`config.mk`:
```
export PLATFORM = sky130hd
export DESIGN_NAME = qp_ports
export DESIGN_NICKNAME = d
export VERILOG_FILES = /design/src/logic/qp_pkg.sv /design/src/logic/qp_ports.sv
export SDC_FILE = /design/constraint.sdc
export NUM_CORES = 1
export LEC_CHECK = 0
export BUFFER_PORTS_ARGS = -buffer_cell sky130_fd_sc_hd__buf_2
export CAP_MARGIN = 20
export CORE_MARGIN = 4
export CORE_UTILIZATION = 41
export DETAILED_ROUTE_END_ITERATION = 7
export PLACE_DENSITY = 0.78
export SLEW_MARGIN = 10
export SYNTH_ARGS = -nofsm -noshare
export SYNTH_HDL_FRONTEND = slang
export SYNTH_SLANG_ARGS = --single-unit
```
`constraint.sdc`:
```
create_clock -name i_clock -period 4.5 [get_ports i_clock]
set_input_delay 0.9 -clock i_clock [delete_from_list [all_inputs] [get_ports i_clock]]
set_output_delay 0.9 -clock i_clock [all_outputs]
set_load 0.01 [all_outputs]
```
`src/logic/qp_pkg.sv`:
```
package qp_pkg;
    // ------------------------------------------------------------
    // port geometry
    // ------------------------------------------------------------
    localparam int        QP_PORT_W   = 8;
    localparam int        QP_NPORT    = 4;
    localparam int        QP_LINES    = QP_PORT_W * QP_NPORT;
    localparam logic [7:0] QP_PORT_RST = 8'hFF;
    localparam int        QP_P0_LSB   = 0;
    localparam int        QP_P1_LSB   = 8;
    localparam int        QP_P2_LSB   = 16;
    localparam int        QP_P3_LSB   = 24;
    // ------------------------------------------------------------
    // alternate function line positions (flat 32-line index)
    // ------------------------------------------------------------
    localparam int QP_T2_CNT  = 8;
    localparam int QP_T2_RLD  = 9;
    localparam int QP_SER1_RX = 10;
    localparam int QP_SER1_TX = 11;
    localparam int QP_IRQ2    = 12;
    localparam int QP_IRQ3    = 13;
    localparam int QP_IRQ4    = 14;
    localparam int QP_IRQ5    = 15;
    localparam int QP_SER0_RX = 24;
    localparam int QP_SER0_TX = 25;
    localparam int QP_WR_N    = 30;
    localparam int QP_RD_N    = 31;
    // ------------------------------------------------------------
    // external bus cycle
    // ------------------------------------------------------------
    typedef enum logic [1:0] {
        QP_IDLE = 2'h0,
        QP_ADDR = 2'h1,
        QP_DATA = 2'h3,
        QP_DONE = 2'h2
    } qp_state_t;
endpackage : qp_pkg

```
`src/logic/qp_ports.sv`:
```
`timescale 1ns/1ps
module qp_ports (
    // clock and reset
    input  wire logic                    i_clock,
    input  wire logic                    i_rst,
    // port register writes
    input  wire logic [3:0]              i_port_wr,
    input  wire logic [7:0]              i_port_wdata,
    output logic [qp_pkg::QP_LINES-1:0]  o_pin_state,
    // pads
    input  wire logic [qp_pkg::QP_LINES-1:0] i_pad_in,
    output logic [qp_pkg::QP_LINES-1:0]  o_pad_out,
    output logic [qp_pkg::QP_LINES-1:0]  o_pad_oe,
    output logic [qp_pkg::QP_LINES-1:0]  o_pullup_en,
    // configuration
    input  wire logic [qp_pkg::QP_LINES-1:0] i_port_direction_config,
    input  wire logic                    i_xmem_en,
    input  wire logic                    i_ext_memory_port_select,
    input  wire logic                    i_fetch_ext,
    // external data move
    input  wire logic                    i_xmove_req,
    input  wire logic                    i_xmove_wr,
    input  wire logic                    i_xmove_data_pointer,
    input  wire logic [7:0]              i_xaddr_lo,
    input  wire logic [7:0]              i_data_pointer_hi,
    input  wire logic [7:0]              i_external_page_register,
    input  wire logic [7:0]              i_xwdata,
    // external code fetch
    input  wire logic                    i_fetch_req,
    input  wire logic [15:0]             i_fetch_addr,
    // bus results
    output logic                         o_bus_done,
    output logic [7:0]                   o_bus_rdata,
    output logic                         o_ale,
    output logic                         o_psen_n,
    // timer two
    input  wire logic                    i_timer_two_counter_select,
    input  wire logic                    i_timer_two_autoreload,
    input  wire logic                    i_timer_two_ext_enable,
    input  wire logic                    i_t2_flag_clr,
    output logic                         o_t2_count,
    output logic                         o_t2_reload,
    output logic                         o_timer_two_external_flag,
    // serial ports and SPI
    input  wire logic                    i_ser1_en,
    input  wire logic                    i_secondary_serial_tx,
    output logic                         o_secondary_serial_rx,
    input  wire logic                    i_ser0_en,
    input  wire logic                    i_primary_serial_tx,
    output logic                         o_primary_serial_rx,
    input  wire logic                    i_spi_miso_en,
    input  wire logic                    i_spi_miso,
    // external interrupt events 2..5
    output logic [3:0]                   o_irq_evt
);
    import qp_pkg::*;

    // ------------------------------------------------------------
    // storage
    // ------------------------------------------------------------
    logic [QP_LINES-1:0] port_r;
    logic [QP_LINES-1:0] s1_r;
    logic [QP_LINES-1:0] s2_r;
    logic [QP_LINES-1:0] s3_r;
    qp_state_t           st_r;
    qp_state_t           st_nxt;
    logic                fetch_r;
    logic                wr_r;
    logic [7:0]          lo_r;
    logic [7:0]          hi_r;
    logic [7:0]          wd_r;
    logic [7:0]          rdata_r;
    logic                flag_r;
    logic                cnt_r;
    logic                rld_r;
    logic [3:0]          irq_r;

    // ------------------------------------------------------------
    // decode
    // ------------------------------------------------------------
    wire                busy       = (st_r != QP_IDLE);
    wire                in_addr    = (st_r == QP_ADDR);
    wire                in_data    = (st_r == QP_DATA);
    wire                start_f    = i_fetch_ext && i_fetch_req;
    wire                start_m    = i_xmem_en && i_xmove_req && !start_f;
    wire [QP_LINES-1:0] rise       = s2_r & ~s3_r;
    wire [QP_LINES-1:0] fall       = s3_r & ~s2_r;
    wire                rld_ev     = i_timer_two_autoreload && i_timer_two_ext_enable
                                     && fall[QP_T2_RLD];
    wire [7:0]          mv_hi      = i_xmove_data_pointer ? i_data_pointer_hi
                                                  : i_external_page_register;
    wire                p0_own     = busy || i_fetch_ext;
    wire                p2_own     = i_ext_memory_port_select;
    wire                strb_own   = i_ext_memory_port_select && i_xmem_en;
    wire [7:0]          p0_val     = in_addr ? lo_r : wd_r;
    wire                p0_oe      = in_addr || (in_data && wr_r && !fetch_r);
    wire                wr_strb_n  = !(in_data && wr_r && !fetch_r);
    wire                rd_strb_n  = !(in_data && !wr_r && !fetch_r);

    // ownership, value and enable of the alternate function per line
    logic [QP_LINES-1:0] own_w;
    logic [QP_LINES-1:0] aval_w;
    logic [QP_LINES-1:0] aoe_w;

    always_comb begin
        own_w  = '0;
        aval_w = '0;
        aoe_w  = '0;
        own_w[QP_P0_LSB +: QP_PORT_W]  = {QP_PORT_W{p0_own}};
        aval_w[QP_P0_LSB +: QP_PORT_W] = p0_val;
        aoe_w[QP_P0_LSB +: QP_PORT_W]  = {QP_PORT_W{p0_oe}};
        own_w[QP_P2_LSB +: QP_PORT_W]  = {QP_PORT_W{p2_own}};
        aval_w[QP_P2_LSB +: QP_PORT_W] = hi_r;
        aoe_w[QP_P2_LSB +: QP_PORT_W]  = {QP_PORT_W{p2_own}};
        own_w[QP_SER1_TX]  = i_ser1_en;
        aval_w[QP_SER1_TX] = i_secondary_serial_tx;
        aoe_w[QP_SER1_TX]  = i_ser1_en;
        own_w[QP_IRQ4]     = i_spi_miso_en;
        aval_w[QP_IRQ4]    = i_spi_miso;
        aoe_w[QP_IRQ4]     = i_spi_miso_en;
        own_w[QP_SER0_TX]  = i_ser0_en;
        aval_w[QP_SER0_TX] = i_primary_serial_tx;
        aoe_w[QP_SER0_TX]  = i_ser0_en;
        own_w[QP_WR_N]     = strb_own;
        aval_w[QP_WR_N]    = wr_strb_n;
        aoe_w[QP_WR_N]     = strb_own;
        own_w[QP_RD_N]     = strb_own;
        aval_w[QP_RD_N]    = rd_strb_n;
        aoe_w[QP_RD_N]     = strb_own;
    end

    // ------------------------------------------------------------
    // pad drive
    // ------------------------------------------------------------
    // register drives line unless an alternate function owns it
    assign o_pad_out   = (own_w & aval_w) | (~own_w & port_r);
    // register-driven quasi-bidirectional lines only pull low, push-pull lines push both ways; owned lines use the alternate enable
    assign o_pad_oe    = (own_w & aoe_w)
                       | (~own_w & (~i_port_direction_config | ~port_r));
    assign o_pullup_en = i_port_direction_config & ~own_w
                       & {QP_LINES{!busy && !i_fetch_ext}};

    assign o_pin_state            = s2_r;
    assign o_bus_done             = (st_r == QP_DONE);
    assign o_bus_rdata            = rdata_r;
    assign o_ale                  = in_addr;
    assign o_psen_n               = !(in_data && fetch_r);
    assign o_t2_count             = cnt_r;
    assign o_t2_reload            = rld_r;
    assign o_timer_two_external_flag = flag_r;
    assign o_secondary_serial_rx  = s2_r[QP_SER1_RX];
    assign o_primary_serial_rx    = s2_r[QP_SER0_RX];
    assign o_irq_evt              = irq_r;

    // ------------------------------------------------------------
    // bus cycle sequencer
    // ------------------------------------------------------------
    always_comb begin
        case (st_r)
            QP_IDLE: st_nxt = (start_f || start_m) ? QP_ADDR : QP_IDLE;
            QP_ADDR: st_nxt = QP_DATA;
            QP_DATA: st_nxt = QP_DONE;
            QP_DONE: st_nxt = QP_IDLE;
            default: st_nxt = QP_IDLE;
        endcase
    end

    always_ff @(posedge i_clock or posedge i_rst) begin
        if (i_rst) begin
            st_r    <= QP_IDLE;
            fetch_r <= 1'b0;
            wr_r    <= 1'b0;
            lo_r    <= '0;
            hi_r    <= '0;
            wd_r    <= '0;
            rdata_r <= '0;
        end else begin
            st_r <= st_nxt;
            if (!busy && start_f) begin
                fetch_r <= 1'b1;
                wr_r    <= 1'b0;
                lo_r    <= i_fetch_addr[7:0];
                hi_r    <= i_fetch_addr[15:8];
            end else if (!busy && start_m) begin
                fetch_r <= 1'b0;
                wr_r    <= i_xmove_wr;
                lo_r    <= i_xaddr_lo;
                hi_r    <= mv_hi;
                wd_r    <= i_xwdata;
            end
            // data sampled while the strobe is low
            if (in_data && !wr_r) begin
                rdata_r <= i_pad_in[QP_P0_LSB +: QP_PORT_W];
            end
        end
    end

    // ------------------------------------------------------------
    // port registers and input sampling
    // ------------------------------------------------------------
    always_ff @(posedge i_clock or posedge i_rst) begin
        if (i_rst) begin
            port_r <= {QP_NPORT{QP_PORT_RST}};
            s1_r   <= '1;
            s2_r   <= '1;
            s3_r   <= '1;
        end else begin
            for (int p = 0; p < QP_NPORT; p++) begin
                if (i_port_wr[p]) begin
                    port_r[p*QP_PORT_W +: QP_PORT_W] <= i_port_wdata;
                end
            end
            s1_r <= i_pad_in;
            s2_r <= s1_r;
            s3_r <= s2_r;
        end
    end

    // ------------------------------------------------------------
    // pin events
    // ------------------------------------------------------------
    always_ff @(posedge i_clock or posedge i_rst) begin
        if (i_rst) begin
            cnt_r  <= 1'b0;
            rld_r  <= 1'b0;
            flag_r <= 1'b0;
            irq_r  <= '0;
        end else begin
            cnt_r  <= i_timer_two_counter_select && fall[QP_T2_CNT];
            rld_r  <= rld_ev;
            flag_r <= rld_ev || (flag_r && !i_t2_flag_clr);
            irq_r  <= {fall[QP_IRQ5], rise[QP_IRQ4], fall[QP_IRQ3], rise[QP_IRQ2]};
        end
    end
endmodule : qp_ports

```
# Word-level counts from Yosys, hierarchy flattened

Cells that the tools add are included.
Widths: inputs -> output; s select.

Output and inout port bits: 148
Input bits: 143
Flip-flop bits (word level): 155

Reduce and logical (&&, ||, !) cells: 33
Bitwise operators: 17
Mux-type cells: 12
Eq/ne operators: 3

Operator list:

| kind               | count |
|---|---|
| $and 32x32->32     | 6 |
| $not 32->32        | 3 |
| $or 32x32->32      | 3 |
| $mux 8             | 6 |
| $and 16x16->16     | 1 |
| $logic_and 1x1->1  | 16 |
| $not 16->16        | 1 |
| $and 15x15->15     | 1 |
| $not 15->15        | 1 |
| $logic_not 1->1    | 9 |
| $pmux 2 s4         | 1 |
| $mux 1             | 5 |
| $eq 2x2->1 const B | 2 |
| $logic_or 1x1->1   | 4 |
| $reduce_bool 2->1  | 2 |
| $eq 2x1->1 const B | 1 |
| $logic_not 2->1    | 1 |
| $reduce_and 2->1   | 1 |
| $not 1->1          | 1 |

# Depth between registers and ports, before layout

Depth after elaboration: 6
Depth in mapped cells: 5

# Least setup slack after synthesis

OpenSTA, ideal clock, no wires.

Path type: input port to output port
Start point: input i_ext_memory_port_select
End point: output o_pad_out[22] (netlist bit)
Cell stages on the path: 3
Path slack: 1.801 ns
Data arrival time: 1.799 ns
Cell sequence: clkbuf_1 clkbuf_1 mux2_2

Cells in the longest elaborated chain, start to end: 3
Elaborated cells between the ends (all ways): 4
Classes of those cells: bitwise: 4

Ends and longest elaborated chain:

| element            | line            | text |
|---|---|---|
| start: declaration | qp_ports.sv:18  | `input wire logic i_ext_memory_port_select,` |
| $not 32->32        | qp_ports.sv:136 | `assign o_pad_out = (own_w & aval_w) \| (~own_w & port_r);` |
| $and 32x32->32     | qp_ports.sv:136 |  |
| $or 32x32->32 (*)  | qp_ports.sv:136 |  |
| end: declaration   | qp_ports.sv:12  | `output logic [qp_pkg::QP_LINES-1:0] o_pad_out,` |

Every way passes the cells marked *; elsewhere a longest branch is shown, timed or not.

# Final worst setup path

Start point: register st_r[0]
End point: output o_pad_out[4] (netlist bit)

Cells in the longest elaborated chain, start to end: 5
Elaborated cells between the ends (all ways): 8
Classes of those cells: eq/ne: 1; mux: 1; bitwise: 4; reduce/logical: 2

Ends and longest elaborated chain:

| element                                                                | line            | text |
|---|---|---|
| start: declaration                                                     | qp_ports.sv:65  | `qp_state_t st_r;` |
| start signal: assignment                                               | qp_ports.sv:178 | `st_r <= st_nxt;` |
| parallel branches: the longest is 4 deep, another holds $and 32x32->32 | n/a             |  |
| $or 32x32->32 (*)                                                      | qp_ports.sv:136 |  |

Mark *: on every way between the ends.

==> results.cfg <==
[yosys]
ys_ff_latch = 145
yosysSeqAreaShare_pct = 64.7
synth_compound_area_share_pct = 2.18
yosysTopAreaCell = dfstp_2
yosysMostFrequentCell = dfstp_2
synthesis.nets = 544
yosysWarnings = 0
synthFlopType = dfstp_2
synthTopCellsByCount = dfstp_2 (102), mux2_2 (99), dfrtp_1 (43)
netlist_area_mm2 = 0.00581
syn_inst = 401
synth_xor_area_share_pct = 0
synthAdderAreaFrac_pct = 0
synth_mux_area_share_pct = 20.7
synth_top_family_by_area = multiplexers
synth_top_area_share_pct = 46.2
synthArstFlopShare_pct = 100
yosys.area_share.simple_pct = 9.07
synth_edf_count = 0
synth.distinct_cells = 29
syn_avg_cell_area_um2 = 14.5
synthTopCellsByArea = dfstp_2 (46%), mux2_2 (19%), dfrtp_1 (19%), and2_1 (2.9%), buf_4 (1.9%)

[power_and_ir_drop]
power_mw = 4.29
leakage_nw = 3.78
ir_drop_uv = 355
powerDensity_mw_per_mm2 = 537

[drt]
vias = 4238
routedWlPerCell_um = 18.1
vias_per_cell = 4.83
drt_iter0_drc = 194
drt_pre_antenna_iters = 7
drt-total-wl_mm = 15.9
final_antenna_net_count = 0
drcViolationCount = 0

[sta]
drv_slew = 0
rsz0062_at_grt = no
hold_viol_final = 0
final.setup.tns_ns = 0
hold_slack_ns = 0.354
skew_ns = 0.00475
fmax_ghz = 0.283
setup_viol = 0
period_minus_slack_ns = 3.53
timing.slew.headroom_pct = 30.1
fin_crit_sh_pct = 78.6
worst_slew_pin_slew_ns = 1.05

[global_routing]
grt_busiest_layer = met2
grt_pass1_wl_mm = 24.2
overflow = 0
met3_usage_pct = 7.19
grt_max_degree = 146
grt_pass1_vias = 4561
grt.met2_usage_pct = 34.9
grt_use_total_pct = 19.7
grt_util_met1_pct = 21.7
antenna_found_initial = 1

[hold_path]
holdCritPathClass = reg -> reg
min_from = s1_r[9]

[final_layout]
fin_nets = 827
n_antenna_cell = 0
drive_gt1_share_pct = 76.3
fillers = 1125
final_cells = 877
syn2layout_area_growth_pct = 37.6
final_core_util_pct = 57.5

[worst_setup_path]
crit_type = reg -> out
crit_arrival_ns = 2.63
cp-start-kind = flop
cp.required_ns = 3.60
cp-startpoint = st_r[0]
reg2reg_from = st_r[0]
cp_max_fo = 14
endpoint_kind = output pin

[cts]
clockBufferDepth = 2
cts_resized = 0
cts-buffers-inserted = 17
root_buffer = clkbuf_16
htree_levels = 4
cts_tree = built
cts-hold-fix-buffers = 0
clkSlewWorstSetupHoldPaths_ns = 0.06
cts.sinks = 145
clk_latency_ns = 0.42
postCtsSetupRepairBufs = 0

[die]
initial_utilization_pct = 41.8
die_w_um = 127
core_mm2 = 0.0139
ioPinCount = 291
floorplan.rows = 43
die_height_um = 127
die-area_mm2 = 0.0161

[run]
cap_violations = 0

[placed_design]
hpwl_mm = 12.0
numPortBuffers = 290
finalWeightedCongestion = 0.896
dpl.cell_count = 844

[run_status]
status = finished, final reports clean
[state kept, by name, indices dropped and copies added (netlist names)]
| name | count |
|---|---|
| o_pin_state | 32 |
| port_r | 32 |
| s1_r | 32 |
| hi_r | 8 |
| lo_r | 8 |
| o_bus_rdata | 8 |
| wd_r | 8 |
| s3_r | 6 |
| o_irq_evt | 4 |
| st_r | 2 |
| fetch_r | 1 |
| o_t2_count | 1 |
| o_t2_reload | 1 |
| o_timer_two_external_flag | 1 |
| wr_r | 1 |
[area by class of cell]
cell class	count	area (um2)	area share [%]
repair buffers	294	1500	18.8
clock buffers	18	450	5.64
flip-flops and latches	145	3760	47.0
clock inverters	14	156	1.96
inverters	5	22.5	0.282
well taps	180	225	2.82
multi-input cells	221	1880	23.5
[power by group]
group | leakage (nW) | internal, mW | switching (mW)
Clock | 0.295 | 0.824 | 0.597
Sequential | 1.59 | 1.58 | 0.160
Combinational | 1.90 | 0.558 | 0.573
[cell usage in the layout (no fill, tap or decap), drive strengths merged, types with 9 or more instances in the layout]
cell    Yosys  final
buf        19    294
mux2i       9      9
mux2       99     99
o21ai      10     10
a21oi       9      9
inv         5     14
and2       27     27
clkbuf     11     18
dfstp     102    102
nand2      25     25
nand3b     12     12
dfrtp      43     43
[through the flow]
step,setup slack (ns),instance area [um2]
floorplan,1.80,5810
global placement,1.33,7370
detailed placement,1.21,7370
CTS,0.977,7980
global route,0.836,7990
finish,0.965,7990
[path summary, 6_finish.rpt]
kind | to | slack [ns] | cells after the start
worst min register to register | o_pin_state[9] | 0.35 | 0
worst min-delay path | o_pin_state[9] | 0.35 | 0
max in group asynchronous | lo_r[0] | 3.28 | 3
worst max register to register | hi_r[0] | 2.36 | 4
min in group asynchronous | o_irq_evt[2] | 0.71 | 3
worst max-delay path | o_pad_out[4] | 0.97 | 4
[per-layer routing]
layer / wire [um] / up-vias
met3: 1360 / 26
met5: 11 / -
li1: - / 1941
met4: 314 / 2
met1: 5930 / 2080
met2: 8240 / 189
[cell families (layout without fill, tap and decap cells)]
group / count (synthesis) / in the layout
compound gates: 23 / 23
buf+inv: 35 / 331
flops: 145 / 145
mux: 108 / 108
simple gates: 90 / 90
[worst max-delay path, stage by stage (launching register included)]
cell,delay [ns]
dfrtp_1,0.66
nor2b_1,0.89
mux2i_1,0.22
o21ai_0,0.27
buf_2,0.18
(Power assumes the default switching activity.)
